`config.mk`:
```
export PLATFORM = sky130hd
export DESIGN_NAME = spi_buffer_status_flags
export DESIGN_NICKNAME = d
export VERILOG_FILES = /design/src/spi_flags_pkg.sv /design/src/tx_entry_store.sv /design/src/irq_sticky.sv /design/src/spi_buffer_status_flags.sv
export SDC_FILE = /design/constraint.sdc
export NUM_CORES = 1
export LEC_CHECK = 0
export ABC_CLOCK_PERIOD_IN_PS = 2900
export BUFFER_PORTS_ARGS = -buffer_cell sky130_fd_sc_hd__buf_4
export CAP_MARGIN = 20
export CORE_ASPECT_RATIO = 0.75
export CORE_UTILIZATION = 45
export DETAILED_ROUTE_END_ITERATION = 16
export PLACE_DENSITY = 0.75
export REMOVE_ABC_BUFFERS = 1
export SYNTH_ARGS = -nofsm -noshare
export SYNTH_HDL_FRONTEND = slang
export SYNTH_SLANG_ARGS = --single-unit
```
`constraint.sdc`:
```
create_clock -name clk_i -period 2.9 [get_ports clk_i]
set_input_delay 0.725 -clock clk_i [delete_from_list [all_inputs] [get_ports clk_i]]
set_output_delay 0.725 -clock clk_i [all_outputs]
set_load 0.05 [all_outputs]
```
`src/spi_flags_pkg.sv`:
```
`default_nettype none
package spi_flags_pkg;

  // ---------------------------------------------------------------------------
  // Register map (word addresses on the plain register port)
  // ---------------------------------------------------------------------------
  localparam logic [3:0] ADDR_DATA_WINDOW = 4'h0;
  localparam logic [3:0] ADDR_STAT_CTRL = 4'h1;
  localparam logic [3:0] ADDR_IRQ_STATUS = 4'h2;
  localparam logic [3:0] ADDR_IRQ_MASK = 4'h3;
  localparam logic [3:0] ADDR_ENTRY_COUNT = 4'h4;

  // ---------------------------------------------------------------------------
  // Field positions of serial_status_control
  // ---------------------------------------------------------------------------
  localparam int unsigned BIT_RBF = 0;
  localparam int unsigned BIT_TBF = 1;
  localparam int unsigned BIT_ENH = 2;
  localparam int unsigned BIT_EN = 15;

  // ---------------------------------------------------------------------------
  // Interrupt status bits
  // ---------------------------------------------------------------------------
  localparam int unsigned IRQ_TX_FULL = 0;
  localparam int unsigned IRQ_RX_FULL = 1;
  localparam int unsigned IRQ_TX_DROP = 2;
  localparam int unsigned IRQ_RX_OVF = 3;
  localparam int unsigned IRQ_W = 4;

  // ---------------------------------------------------------------------------
  // Reset values
  // ---------------------------------------------------------------------------
  localparam logic [15:0] RST_DATA = 16'h0000;
  localparam logic [IRQ_W-1:0] RST_IRQ_MASK = 4'h0;
  localparam logic RST_ENABLE = 1'b0;
  localparam logic RST_ENH_MODE = 1'b0;

  localparam int unsigned DEF_DEPTH = 4;
  localparam int unsigned DEF_WIDTH = 16;

endpackage
`default_nettype wire

```
`src/tx_entry_store.sv`:
```
`timescale 1ns/100ps
`default_nettype none
module tx_entry_store
  import spi_flags_pkg::*;
#(
  parameter int unsigned WIDTH = DEF_WIDTH,
  parameter int unsigned DEPTH = DEF_DEPTH
) (
  input wire logic clk_i,
  input wire logic rst_n_i,
  input wire logic flush_i,
  input wire logic [$clog2(DEPTH+1)-1:0] limit_i,
  input wire logic push_i,
  input wire logic [WIDTH-1:0] push_data_i,
  input wire logic pop_i,
  output logic [WIDTH-1:0] head_o,
  output logic [$clog2(DEPTH+1)-1:0] count_o,
  output logic empty_o,
  output logic full_o
);
  localparam int unsigned AW = (DEPTH > 1) ? $clog2(DEPTH) : 1;
  localparam int unsigned CW = $clog2(DEPTH+1);

  logic [WIDTH-1:0] mem_q [DEPTH];
  logic [AW-1:0] wr_q;
  logic [AW-1:0] rd_q;
  logic [CW-1:0] cnt_q;
  logic do_push;
  logic do_pop;

  // Limit lets one store serve both the single holding word and the multi-entry mode.
  assign full_o = (cnt_q >= limit_i);
  assign empty_o = (cnt_q == '0);
  // A push beside a pop of a full store is taken, since the pop frees its entry at the same edge.
  assign do_push = push_i && (!full_o || do_pop);
  assign do_pop = pop_i && !empty_o;
  assign head_o = mem_q[rd_q];
  assign count_o = cnt_q;

  always_ff @(posedge clk_i) begin
    if (do_push) begin
      mem_q[wr_q] <= push_data_i;
    end
  end

  always_ff @(posedge clk_i or negedge rst_n_i) begin
    if (!rst_n_i) begin
      wr_q <= '0;
      rd_q <= '0;
      cnt_q <= '0;
    end else if (flush_i) begin
      wr_q <= '0;
      rd_q <= '0;
      cnt_q <= '0;
    end else begin
      if (do_push) begin
        wr_q <= (wr_q == AW'(DEPTH-1)) ? '0 : wr_q + 1'b1;
      end
      if (do_pop) begin
        rd_q <= (rd_q == AW'(DEPTH-1)) ? '0 : rd_q + 1'b1;
      end
      cnt_q <= cnt_q + CW'(do_push) - CW'(do_pop);
    end
  end
endmodule
`default_nettype wire

```
`src/irq_sticky.sv`:
```
`timescale 1ns/100ps
`default_nettype none
module irq_sticky
  import spi_flags_pkg::*;
#(
  parameter int unsigned W = IRQ_W
) (
  input wire logic clk_i,
  input wire logic rst_n_i,
  input wire logic [W-1:0] event_i,
  input wire logic [W-1:0] clear_i,
  input wire logic mask_we_i,
  input wire logic [W-1:0] mask_wdata_i,
  output logic [W-1:0] status_o,
  output logic [W-1:0] mask_o,
  output logic irq_o
);
  logic [W-1:0] status_q;
  logic [W-1:0] mask_q;

  // A new event in the clearing cycle wins, so no event is lost.
  always_ff @(posedge clk_i or negedge rst_n_i) begin
    if (!rst_n_i) begin
      status_q <= '0;
    end else begin
      status_q <= (status_q & ~clear_i) | event_i;
    end
  end

  always_ff @(posedge clk_i or negedge rst_n_i) begin
    if (!rst_n_i) begin
      mask_q <= RST_IRQ_MASK;
    end else if (mask_we_i) begin
      mask_q <= mask_wdata_i;
    end
  end

  assign status_o = status_q;
  assign mask_o = mask_q;
  assign irq_o = |(status_q & mask_q);
endmodule
`default_nettype wire

```
`src/spi_buffer_status_flags.sv`:
```
// Overview of operation
// - In single-buffer mode a processor write of the data window loads the holding word and sets the tx-full flag.
// - In single-buffer mode the tx-full flag clears when the held word moves into the shift register stage.
// - In multi-entry mode the tx-full flag sets only when a write fills the last free transmit entry.
// - In multi-entry mode the tx-full flag clears as soon as any transmit entry is free again.
// - In single-buffer mode the rx-full flag sets when a finished word moves from the shift stage to the holding word.
// - In single-buffer mode the rx-full flag clears when the processor reads the data window.
// - In multi-entry mode the rx-full flag sets only when an arriving word fills the last unread entry.
// - In multi-entry mode the rx-full flag clears once an entry is free to take another word.
`timescale 1ns/100ps
`default_nettype none
module spi_buffer_status_flags
  import spi_flags_pkg::*;
#(
  parameter int unsigned WIDTH = DEF_WIDTH,
  parameter int unsigned DEPTH = DEF_DEPTH
) (
  input wire logic clk_i,
  input wire logic rst_n_i,
  input wire logic [3:0] addr_i,
  input wire logic [15:0] wdata_i,
  input wire logic wr_i,
  input wire logic rd_i,
  output logic [15:0] rdata_o,
  input wire logic shift_load_ready_i,
  output logic shift_load_valid_o,
  output logic [WIDTH-1:0] shift_load_data_o,
  input wire logic shift_done_i,
  input wire logic [WIDTH-1:0] shift_rx_data_i,
  output logic module_enable_bit_o,
  output logic tx_buffer_full_flag_o,
  output logic rx_buffer_full_flag_o,
  output logic irq_o
);
  localparam int unsigned CW = $clog2(DEPTH+1);
  localparam logic [CW-1:0] ONE_ENTRY = CW'(1);
  localparam logic [CW-1:0] ALL_ENTRIES = CW'(DEPTH);

  // ---------------------------------------------------------------------------
  // Control bits
  // ---------------------------------------------------------------------------
  logic enable_q;
  logic enh_mode_q;
  logic [CW-1:0] limit;
  logic [15:0] rdata_q;

  always_ff @(posedge clk_i or negedge rst_n_i) begin
    if (!rst_n_i) begin
      enable_q <= RST_ENABLE;
      enh_mode_q <= RST_ENH_MODE;
    end else if (wr_i && addr_i == ADDR_STAT_CTRL) begin
      enable_q <= wdata_i[BIT_EN];
      enh_mode_q <= wdata_i[BIT_ENH];
    end
  end

  // Single-buffer mode is the same store with room for only one word.
  assign limit = enh_mode_q ? ALL_ENTRIES : ONE_ENTRY;

  // ---------------------------------------------------------------------------
  // Data window decode
  // ---------------------------------------------------------------------------
  logic tx_push;
  logic rx_pop;
  logic flush;
  logic tx_full;
  logic tx_empty;
  logic rx_full;
  logic rx_empty;
  logic [WIDTH-1:0] tx_head;
  logic [WIDTH-1:0] rx_head;
  logic [CW-1:0] tx_count;
  logic [CW-1:0] rx_count;
  logic tx_pop;
  logic rx_push;

  assign tx_push = wr_i && addr_i == ADDR_DATA_WINDOW && enable_q;
  assign rx_pop = rd_i && addr_i == ADDR_DATA_WINDOW;
  // Disabling the module or switching mode drops buffered words so counts stay coherent.
  assign flush = !enable_q || (wr_i && addr_i == ADDR_STAT_CTRL && wdata_i[BIT_ENH] != enh_mode_q);

  assign shift_load_valid_o = !tx_empty && enable_q;
  assign shift_load_data_o = tx_head;
  assign tx_pop = shift_load_valid_o && shift_load_ready_i;
  assign rx_push = shift_done_i && enable_q;

  tx_entry_store #(
    .WIDTH(WIDTH),
    .DEPTH(DEPTH)
  ) u_tx (
    .clk_i(clk_i),
    .rst_n_i(rst_n_i),
    .flush_i(flush),
    .limit_i(limit),
    .push_i(tx_push),
    .push_data_i(wdata_i[WIDTH-1:0]),
    .pop_i(tx_pop),
    .head_o(tx_head),
    .count_o(tx_count),
    .empty_o(tx_empty),
    .full_o(tx_full)
  );

  tx_entry_store #(
    .WIDTH(WIDTH),
    .DEPTH(DEPTH)
  ) u_rx (
    .clk_i(clk_i),
    .rst_n_i(rst_n_i),
    .flush_i(flush),
    .limit_i(limit),
    .push_i(rx_push),
    .push_data_i(shift_rx_data_i),
    .pop_i(rx_pop),
    .head_o(rx_head),
    .count_o(rx_count),
    .empty_o(rx_empty),
    .full_o(rx_full)
  );

  // ---------------------------------------------------------------------------
  // Status flags
  // ---------------------------------------------------------------------------
  // Flags follow the stored count: set when the last free entry fills, clear when one frees.
  assign tx_buffer_full_flag_o = tx_full;
  assign rx_buffer_full_flag_o = rx_full;
  assign module_enable_bit_o = enable_q;

  // ---------------------------------------------------------------------------
  // Interrupts
  // ---------------------------------------------------------------------------
  logic [IRQ_W-1:0] irq_event;
  logic [IRQ_W-1:0] irq_clear;
  logic [IRQ_W-1:0] irq_status;
  logic [IRQ_W-1:0] irq_mask;
  logic tx_full_d1_q;
  logic rx_full_d1_q;

  always_ff @(posedge clk_i or negedge rst_n_i) begin
    if (!rst_n_i) begin
      tx_full_d1_q <= 1'b0;
      rx_full_d1_q <= 1'b0;
    end else begin
      tx_full_d1_q <= tx_full;
      rx_full_d1_q <= rx_full;
    end
  end

  always_comb begin
    irq_event = '0;
    irq_event[IRQ_TX_FULL] = tx_full && !tx_full_d1_q;
    irq_event[IRQ_RX_FULL] = rx_full && !rx_full_d1_q;
    irq_event[IRQ_TX_DROP] = wr_i && addr_i == ADDR_DATA_WINDOW && ((tx_full && !tx_pop) || !enable_q);
    irq_event[IRQ_RX_OVF] = rx_push && rx_full && !rx_pop;
  end

  assign irq_clear = (wr_i && addr_i == ADDR_IRQ_STATUS) ? wdata_i[IRQ_W-1:0] : '0;

  irq_sticky #(
    .W(IRQ_W)
  ) u_irq (
    .clk_i(clk_i),
    .rst_n_i(rst_n_i),
    .event_i(irq_event),
    .clear_i(irq_clear),
    .mask_we_i(wr_i && addr_i == ADDR_IRQ_MASK),
    .mask_wdata_i(wdata_i[IRQ_W-1:0]),
    .status_o(irq_status),
    .mask_o(irq_mask),
    .irq_o(irq_o)
  );

  // ---------------------------------------------------------------------------
  // Register read port
  // ---------------------------------------------------------------------------
  // A received word arriving while the store is full, with no read at that edge, is dropped and reported.
  logic [15:0] rd_mux;

  always_comb begin
    rd_mux = '0;
    case (addr_i)
      ADDR_DATA_WINDOW: rd_mux[WIDTH-1:0] = rx_empty ? '0 : rx_head;
      ADDR_STAT_CTRL: begin
        rd_mux[BIT_EN] = enable_q;
        rd_mux[BIT_ENH] = enh_mode_q;
        rd_mux[BIT_TBF] = tx_full;
        rd_mux[BIT_RBF] = rx_full;
      end
      ADDR_IRQ_STATUS: rd_mux[IRQ_W-1:0] = irq_status;
      ADDR_IRQ_MASK: rd_mux[IRQ_W-1:0] = irq_mask;
      ADDR_ENTRY_COUNT: rd_mux = {8'(rx_count), 8'(tx_count)};
      default: rd_mux = '0;
    endcase
  end

  always_ff @(posedge clk_i or negedge rst_n_i) begin
    if (!rst_n_i) begin
      rdata_q <= RST_DATA;
    end else if (rd_i) begin
      rdata_q <= rd_mux;
    end else begin
      rdata_q <= RST_DATA;
    end
  end

  assign rdata_o = rdata_q;
endmodule
`default_nettype wire

```
---- Word-level counts from Yosys, hierarchy flattened ----
Memories as Yosys holds them, arrays and structs flattened.
Cells that the tools add are included.
W data, S select, Z words.
cells by class
  add/subtract/negate cells ............... 8
  $lt $le $gt $ge ......................... 2
  equality and inequality tests ........... 9
  multiplexer cells ....................... 26
  bitwise gates (word level) .............. 4
  reductions and logical operators ........ 41
operator list
  cell                   count
  $mux W16               2
  $mux W2                12
  $pmux W11 S2           1
  $logic_and A1 B1 Y1    20
  $pmux W3 S5            1
  $logic_not A1 Y1       9
  $mux W3                3
  $add A2 B1 Y2 const B  4
  $and A4 B4 Y4          2
  $eq A2 B2 Y1 const B   4
  $eq A4 B2 Y1 const B   2
  $reduce_bool A2 Y1     4
  $add A3 B1 Y3          2
  $ge A3 B3 Y1           2
  $logic_not A3 Y1       2
  $sub A3 B1 Y3          2
  $eq A4 B1 Y1 const B   1
  $eq A4 B3 Y1 const B   1
  $logic_not A4 Y1       1
  $logic_or A1 B1 Y1     4
  $mux W1                4
  $mux W4                1
  $not A4 Y4             1
  $or A4 B4 Y4           1
  4 further kinds        4
word-level totals
  register bits ........................... 42
  memory bits (writable) .................. 128
  input bits .............................. 42
  output and inout port bits .............. 37
  logic and storage cells ................. 105
  memories kept ........................... 2
memories
  memory      words  bits a word  read ports  clocked after memory_dff  write ports  RTL line              text
  u_rx.mem_q  4      16           1           0                         1            tx_entry_store.sv:24  logic [WIDTH-1:0] mem_q [DEPTH];
  u_tx.mem_q  4      16           1           0                         1            tx_entry_store.sv:24

---- Logic depth before layout (Yosys ltp) ----
  depth after elaboration ................. 10
  mapped depth ............................ 13
  mapped depth without buffers ............ 11

---- Hierarchy ----
Synthesis repeated with hierarchy kept, for this count alone.
unflattened totals
  cells, all modules ...................... 395
  area total of the unflattened synthesis .. 7,110.6 um^2
by module, submodules not included
  module                   times used  cells an instance  area each (um^2)  sequential area each (um^2)
  tx_entry_store (u_rx)    1           137                2,871.5           2,097.0
  tx_entry_store (u_tx)    1           138                2,864.0           2,097.0
  spi_buffer_status_flags  1           97                 1,066.0           500.5
  irq_sticky               1           23                 309.0             200.2

---- Worst setup path after synthesis ----
No wires, ideal clock.
  path kind ............................... reg2reg
  start point ............................. reg enable_q (netlist: module_enable_bit_o)
  end point ............................... reg u_tx.cnt_q[2] (netlist: u_tx.count_o[2])
  library setup time ...................... 119 ps
  arrival time ............................ 2,797 ps
  required time ........................... 2,781 ps
  setup slack ............................. -16 ps
  cell stages (with the launch flop) ...... 12
  buffers on the path ..................... 1
  clock period less this slack ............ 2,916 ps
  path through ............................ dfrtp_1 -> o31a_1 -> and2_4 -> buf_6 -> ha_1 -> inv_1 -> ha_1 -> inv_1 -> fa_1 -> xor2_1 -> xnor2_1 -> nor2_1
on the way
  longest elaborated chain between the ends .. 8
  elaborated cells on any way between the ends .. 11
  those cells by class .................... add/sub: 2; mux: 1; reduce/logical: 8
RTL lines
  element                  RTL line                       text
  from (decl)              spi_buffer_status_flags.sv:42  logic enable_q;
  from (signal assigned)   spi_buffer_status_flags.sv:52  enable_q <= wdata_i[BIT_EN];
  $logic_and A1 B1 Y1 (*)  spi_buffer_status_flags.sv:82  assign shift_load_valid_o = !tx_empty && enable_q;
  net shift_load_valid_o   spi_buffer_status_flags.sv:26  output logic shift_load_valid_o,
  $logic_and A1 B1 Y1 (*)  spi_buffer_status_flags.sv:84  assign tx_pop = shift_load_valid_o && shift_load_ready_i;
  $logic_and A1 B1 Y1 (*)  tx_entry_store.sv:36           assign do_pop = pop_i && !empty_o;
  $logic_or A1 B1 Y1       tx_entry_store.sv:35           assign do_push = push_i && (!full_o || do_pop);
  $logic_and A1 B1 Y1      tx_entry_store.sv:35
  $add A3 B1 Y3            tx_entry_store.sv:62           cnt_q <= cnt_q + CW'(do_push) - CW'(do_pop);
  $sub A3 B1 Y3 (*)        tx_entry_store.sv:62
  $mux W3 (*)              tx_entry_store.sv:51           end else if (flush_i) begin
  to (signal assigned)     tx_entry_store.sv:62
  to (decl)                tx_entry_store.sv:27           logic [CW-1:0] cnt_q;
Mark *: on every way through the listed nets, which the timed path passes. The rest lies on a longest branch.
A chain may end at the register's enable or synchronous reset.

---- Worst setup path after layout ----
  start point ............................. reg enh_mode_q
  end point ............................... out tx_buffer_full_flag_o
on the way
  longest elaborated chain between the ends .. 2
RTL lines
  element                 RTL line                       text
  from (decl)             spi_buffer_status_flags.sv:43  logic enh_mode_q;
  from (signal assigned)  spi_buffer_status_flags.sv:53  enh_mode_q <= wdata_i[BIT_ENH];
  $mux W3                 spi_buffer_status_flags.sv:58  assign limit = enh_mode_q ? ALL_ENTRIES : ONE_ENTRY;
  $ge A3 B3 Y1            tx_entry_store.sv:32           assign full_o = (cnt_q >= limit_i);
  to (decl)               spi_buffer_status_flags.sv:31  output logic tx_buffer_full_flag_o,
Every way passes these cells.

==> results.toml <==
[setup_path]
cp.arrival_ps = 2060
critical_path.top_delay_family = "simple AND/OR/NAND/NOR gates"
max_stage_delay_ps = 420
path_class = "flip-flop to output pin"
cp_cell_sequence = "inv_2 > ha_1 > or3b_4 > a21oi_4 > inv_1 > buf_4"
ff2ff_setup_slack_ps = 150
critPathSlowestCell = "or3b_4"
r2r-end = "u_tx.count_o[2]"
required_ps = 2170
critPathLaunchType = "flip-flop"
crit_fanout = 5
cp_num_buf_inv = 3
reg2reg_depth = 11
endpoint_kind = "output pin"
r2r-start = "enh_mode_q"

[synth]
yosysMostFrequentCell = "edfxtp_1"
seq_area_frac_synth_pct = 70.9
synth.distinct_cells = 52
ys_top_cells_by_count = "edfxtp_1, dfrtp_1, mux4_2"
synthTopCellsByArea = "edfxtp_1, dfrtp_1, mux4_2, ha_1, and2_1"
ys_async_sr_fraction_pct = 24.7
synth.top_cell.area_share_pct = 55.7
netlist_area_um2 = 6900
synth_edf_count = 128
synth_ff_type = "edfxtp_1"
postSynthCellCount = 386
avgSynthCellArea_um2 = 17.9
yosys.area.top_type = "edfxtp_1"
ys_ff_latch = 170
synth_warnings = 0

[drt]
drcViolationCount = 0
drt_pass1_iterations = 4
vias = 3603
routed_wl_mm = 13.1
avgViaCountPerCell = 5.20
routedWlPerCell_um = 18.9
ant_nets = 0
first_iter_violations = 195

[floorplan]
die_w_um = 145
die_h_um = 109
start_util_pct = 46.8
rows = 38
num_io_pins = 79
dieArea_um2 = 15800
fp.coreArea_um2 = 14700

[timing]
relSlewSlack_pct = 45.5
finalCritPeriodShare_pct = 95.9
finalHoldViolCount = 0
rsz0062_at_grt = "no"
setup_viol = 0
fmax_mhz = 359
tightest_slew_ps = 818
period_minus_slack_ps = 2780
clock_skew_ps = 13.1
report.final.slew_viol_count = 0
setup_tns_ps = 0

[hold_path]
worst_hold_path_type = "input port to asynchronous set/reset pin"

[clock_network]
hold_buffers = 0
clock_path_buffers = 2
clock-root-buffer = "clkbuf_16"
cts.htree.levels = 4
clock_sinks = 170
cts_made_buffers = 17
post-cts-setup-buffers = 0
clock_latency_ps = 430
cts_tree = "built"
cts.reportedPaths.clkPinSlew_ps = 60

[global_routing]
grt_max_degree = 43
antenna_found_initial = 0
grt_overflow_total = 0
grt_pass1_wl_mm = 20.6
grt_pass1_vias = 3750
track_usage_pct = 17.8

[pwr]
power_w = 0.00548
p_leak_nw = 3.08
p_per_area_nw_per_um2 = 658
ir_worst_vdd_v = 0.000436

[final_layout]
multi_input_area_um2 = 1870
drive_gt1_share_pct = 34.5
n_antenna_cell = 0
nFillCells = 1128
seqCellArea_um2 = 4890
area_growth_pct = 20.7
final_cell_area_um2 = 8330
fin_nets = 542

[place]
place_congestion = 0.801
place_area_um2 = 7740
dp_hpwl_mm = 8.58
io_buffers = 78

[flow_run]
maxCapViolCount = 0

[run_status]
outcome = "finished clean"
## cell families after synthesis
family	after synthesis	synth area share (%)
and+or+nand+nor	79	6.18
AOI/OAI and AO/OA	37	4.10
muxes	43	12.1
buffers and inverters	32	2.19
xor gates and xnor gates	5	0.634
DFF	170	70.9
adders and majority gates	20	3.84
## routing by layer
layer	share of wire, %	track usage [%]
met1	46	24.4
met3	4.4	4.77
met2	49	27.5
met5	0	0
met4	1.1	6.76
## placed cells by master (no fill, tap or decap), drive strengths merged, types with 4 or more instances in the layout
cell      n
buf      89
dfrtp    42
and2     19
edfxtp  128
a22oi     4
mux2i     6
nand2    19
mux2      5
clkbuf   20
inv      21
nor2     18
mux4     32
clkinv    4
a21oi     6
o21ai     8
ha       18
xnor2     4
## repair_timing
action,CTS,global route
endpoints found under the setup margin,1,4
gates resized for setup,1,3
pin swaps,0,1
## per-stage QoR
stage	setup WS [ps]	utilization (%)	hold WS (ps)	instances
after floorplan	19.5	-	393	372
after global placement	194	52.5	402	661
after detailed placement	75.2	52.5	414	661
after CTS	6.05	56.4	307	693
after global routing	27.4	56.5	320	693
final	118	56.5	284	693
## report_power, final
part	switching [W]	leakage (nW)	internal [W]
combinational	0.000308	1.09	0.000197
sequential	0.0000611	1.71	0.00271
clock	0.000924	0.273	0.00128
## state kept, by name (all words and copies together), names as in the netlist
| name | cells |
|---|---|
| module_enable_bit_o | 1 |
| rdata_o | 16 |
| rx_full_d1_q | 1 |
| u_irq.status_o | 4 |
| u_irq.mask_o | 4 |
| u_tx.wr_q | 2 |
| u_rx.count_o | 3 |
| u_tx.count_o | 3 |
| u_tx.mem_q | 64 |
| tx_full_d1_q | 1 |
| u_tx.rd_q | 2 |
| u_rx.wr_q | 2 |
| u_rx.mem_q | 64 |
| u_rx.rd_q | 2 |
| enh_mode_q | 1 |
## worst max path at each step
stage                             start               endpoint  slack (ps)  cells past startpoint
global placement              addr_i[1]        u_tx.count_o[2]         190                     10
finish                       enh_mode_q  tx_buffer_full_flag_o         120                      6
global route                 enh_mode_q  rx_buffer_full_flag_o          30                      6
floorplan           module_enable_bit_o        u_tx.count_o[2]          20                     10
detailed placement            addr_i[1]        u_tx.count_o[2]          80                     10
CTS                          enh_mode_q  tx_buffer_full_flag_o           6                      6
## cell type report
cell class,instances,share of cell area (%)
Clock buffer,20,5.24
Clock inverter,12,1.71
Inverter,18,0.811
Multi-Input combinational cell,184,22.4
Sequential cell,170,58.8
Tap cell,200,3.00
Timing Repair Buffer,89,8.02
(Power assumes the default switching activity.)
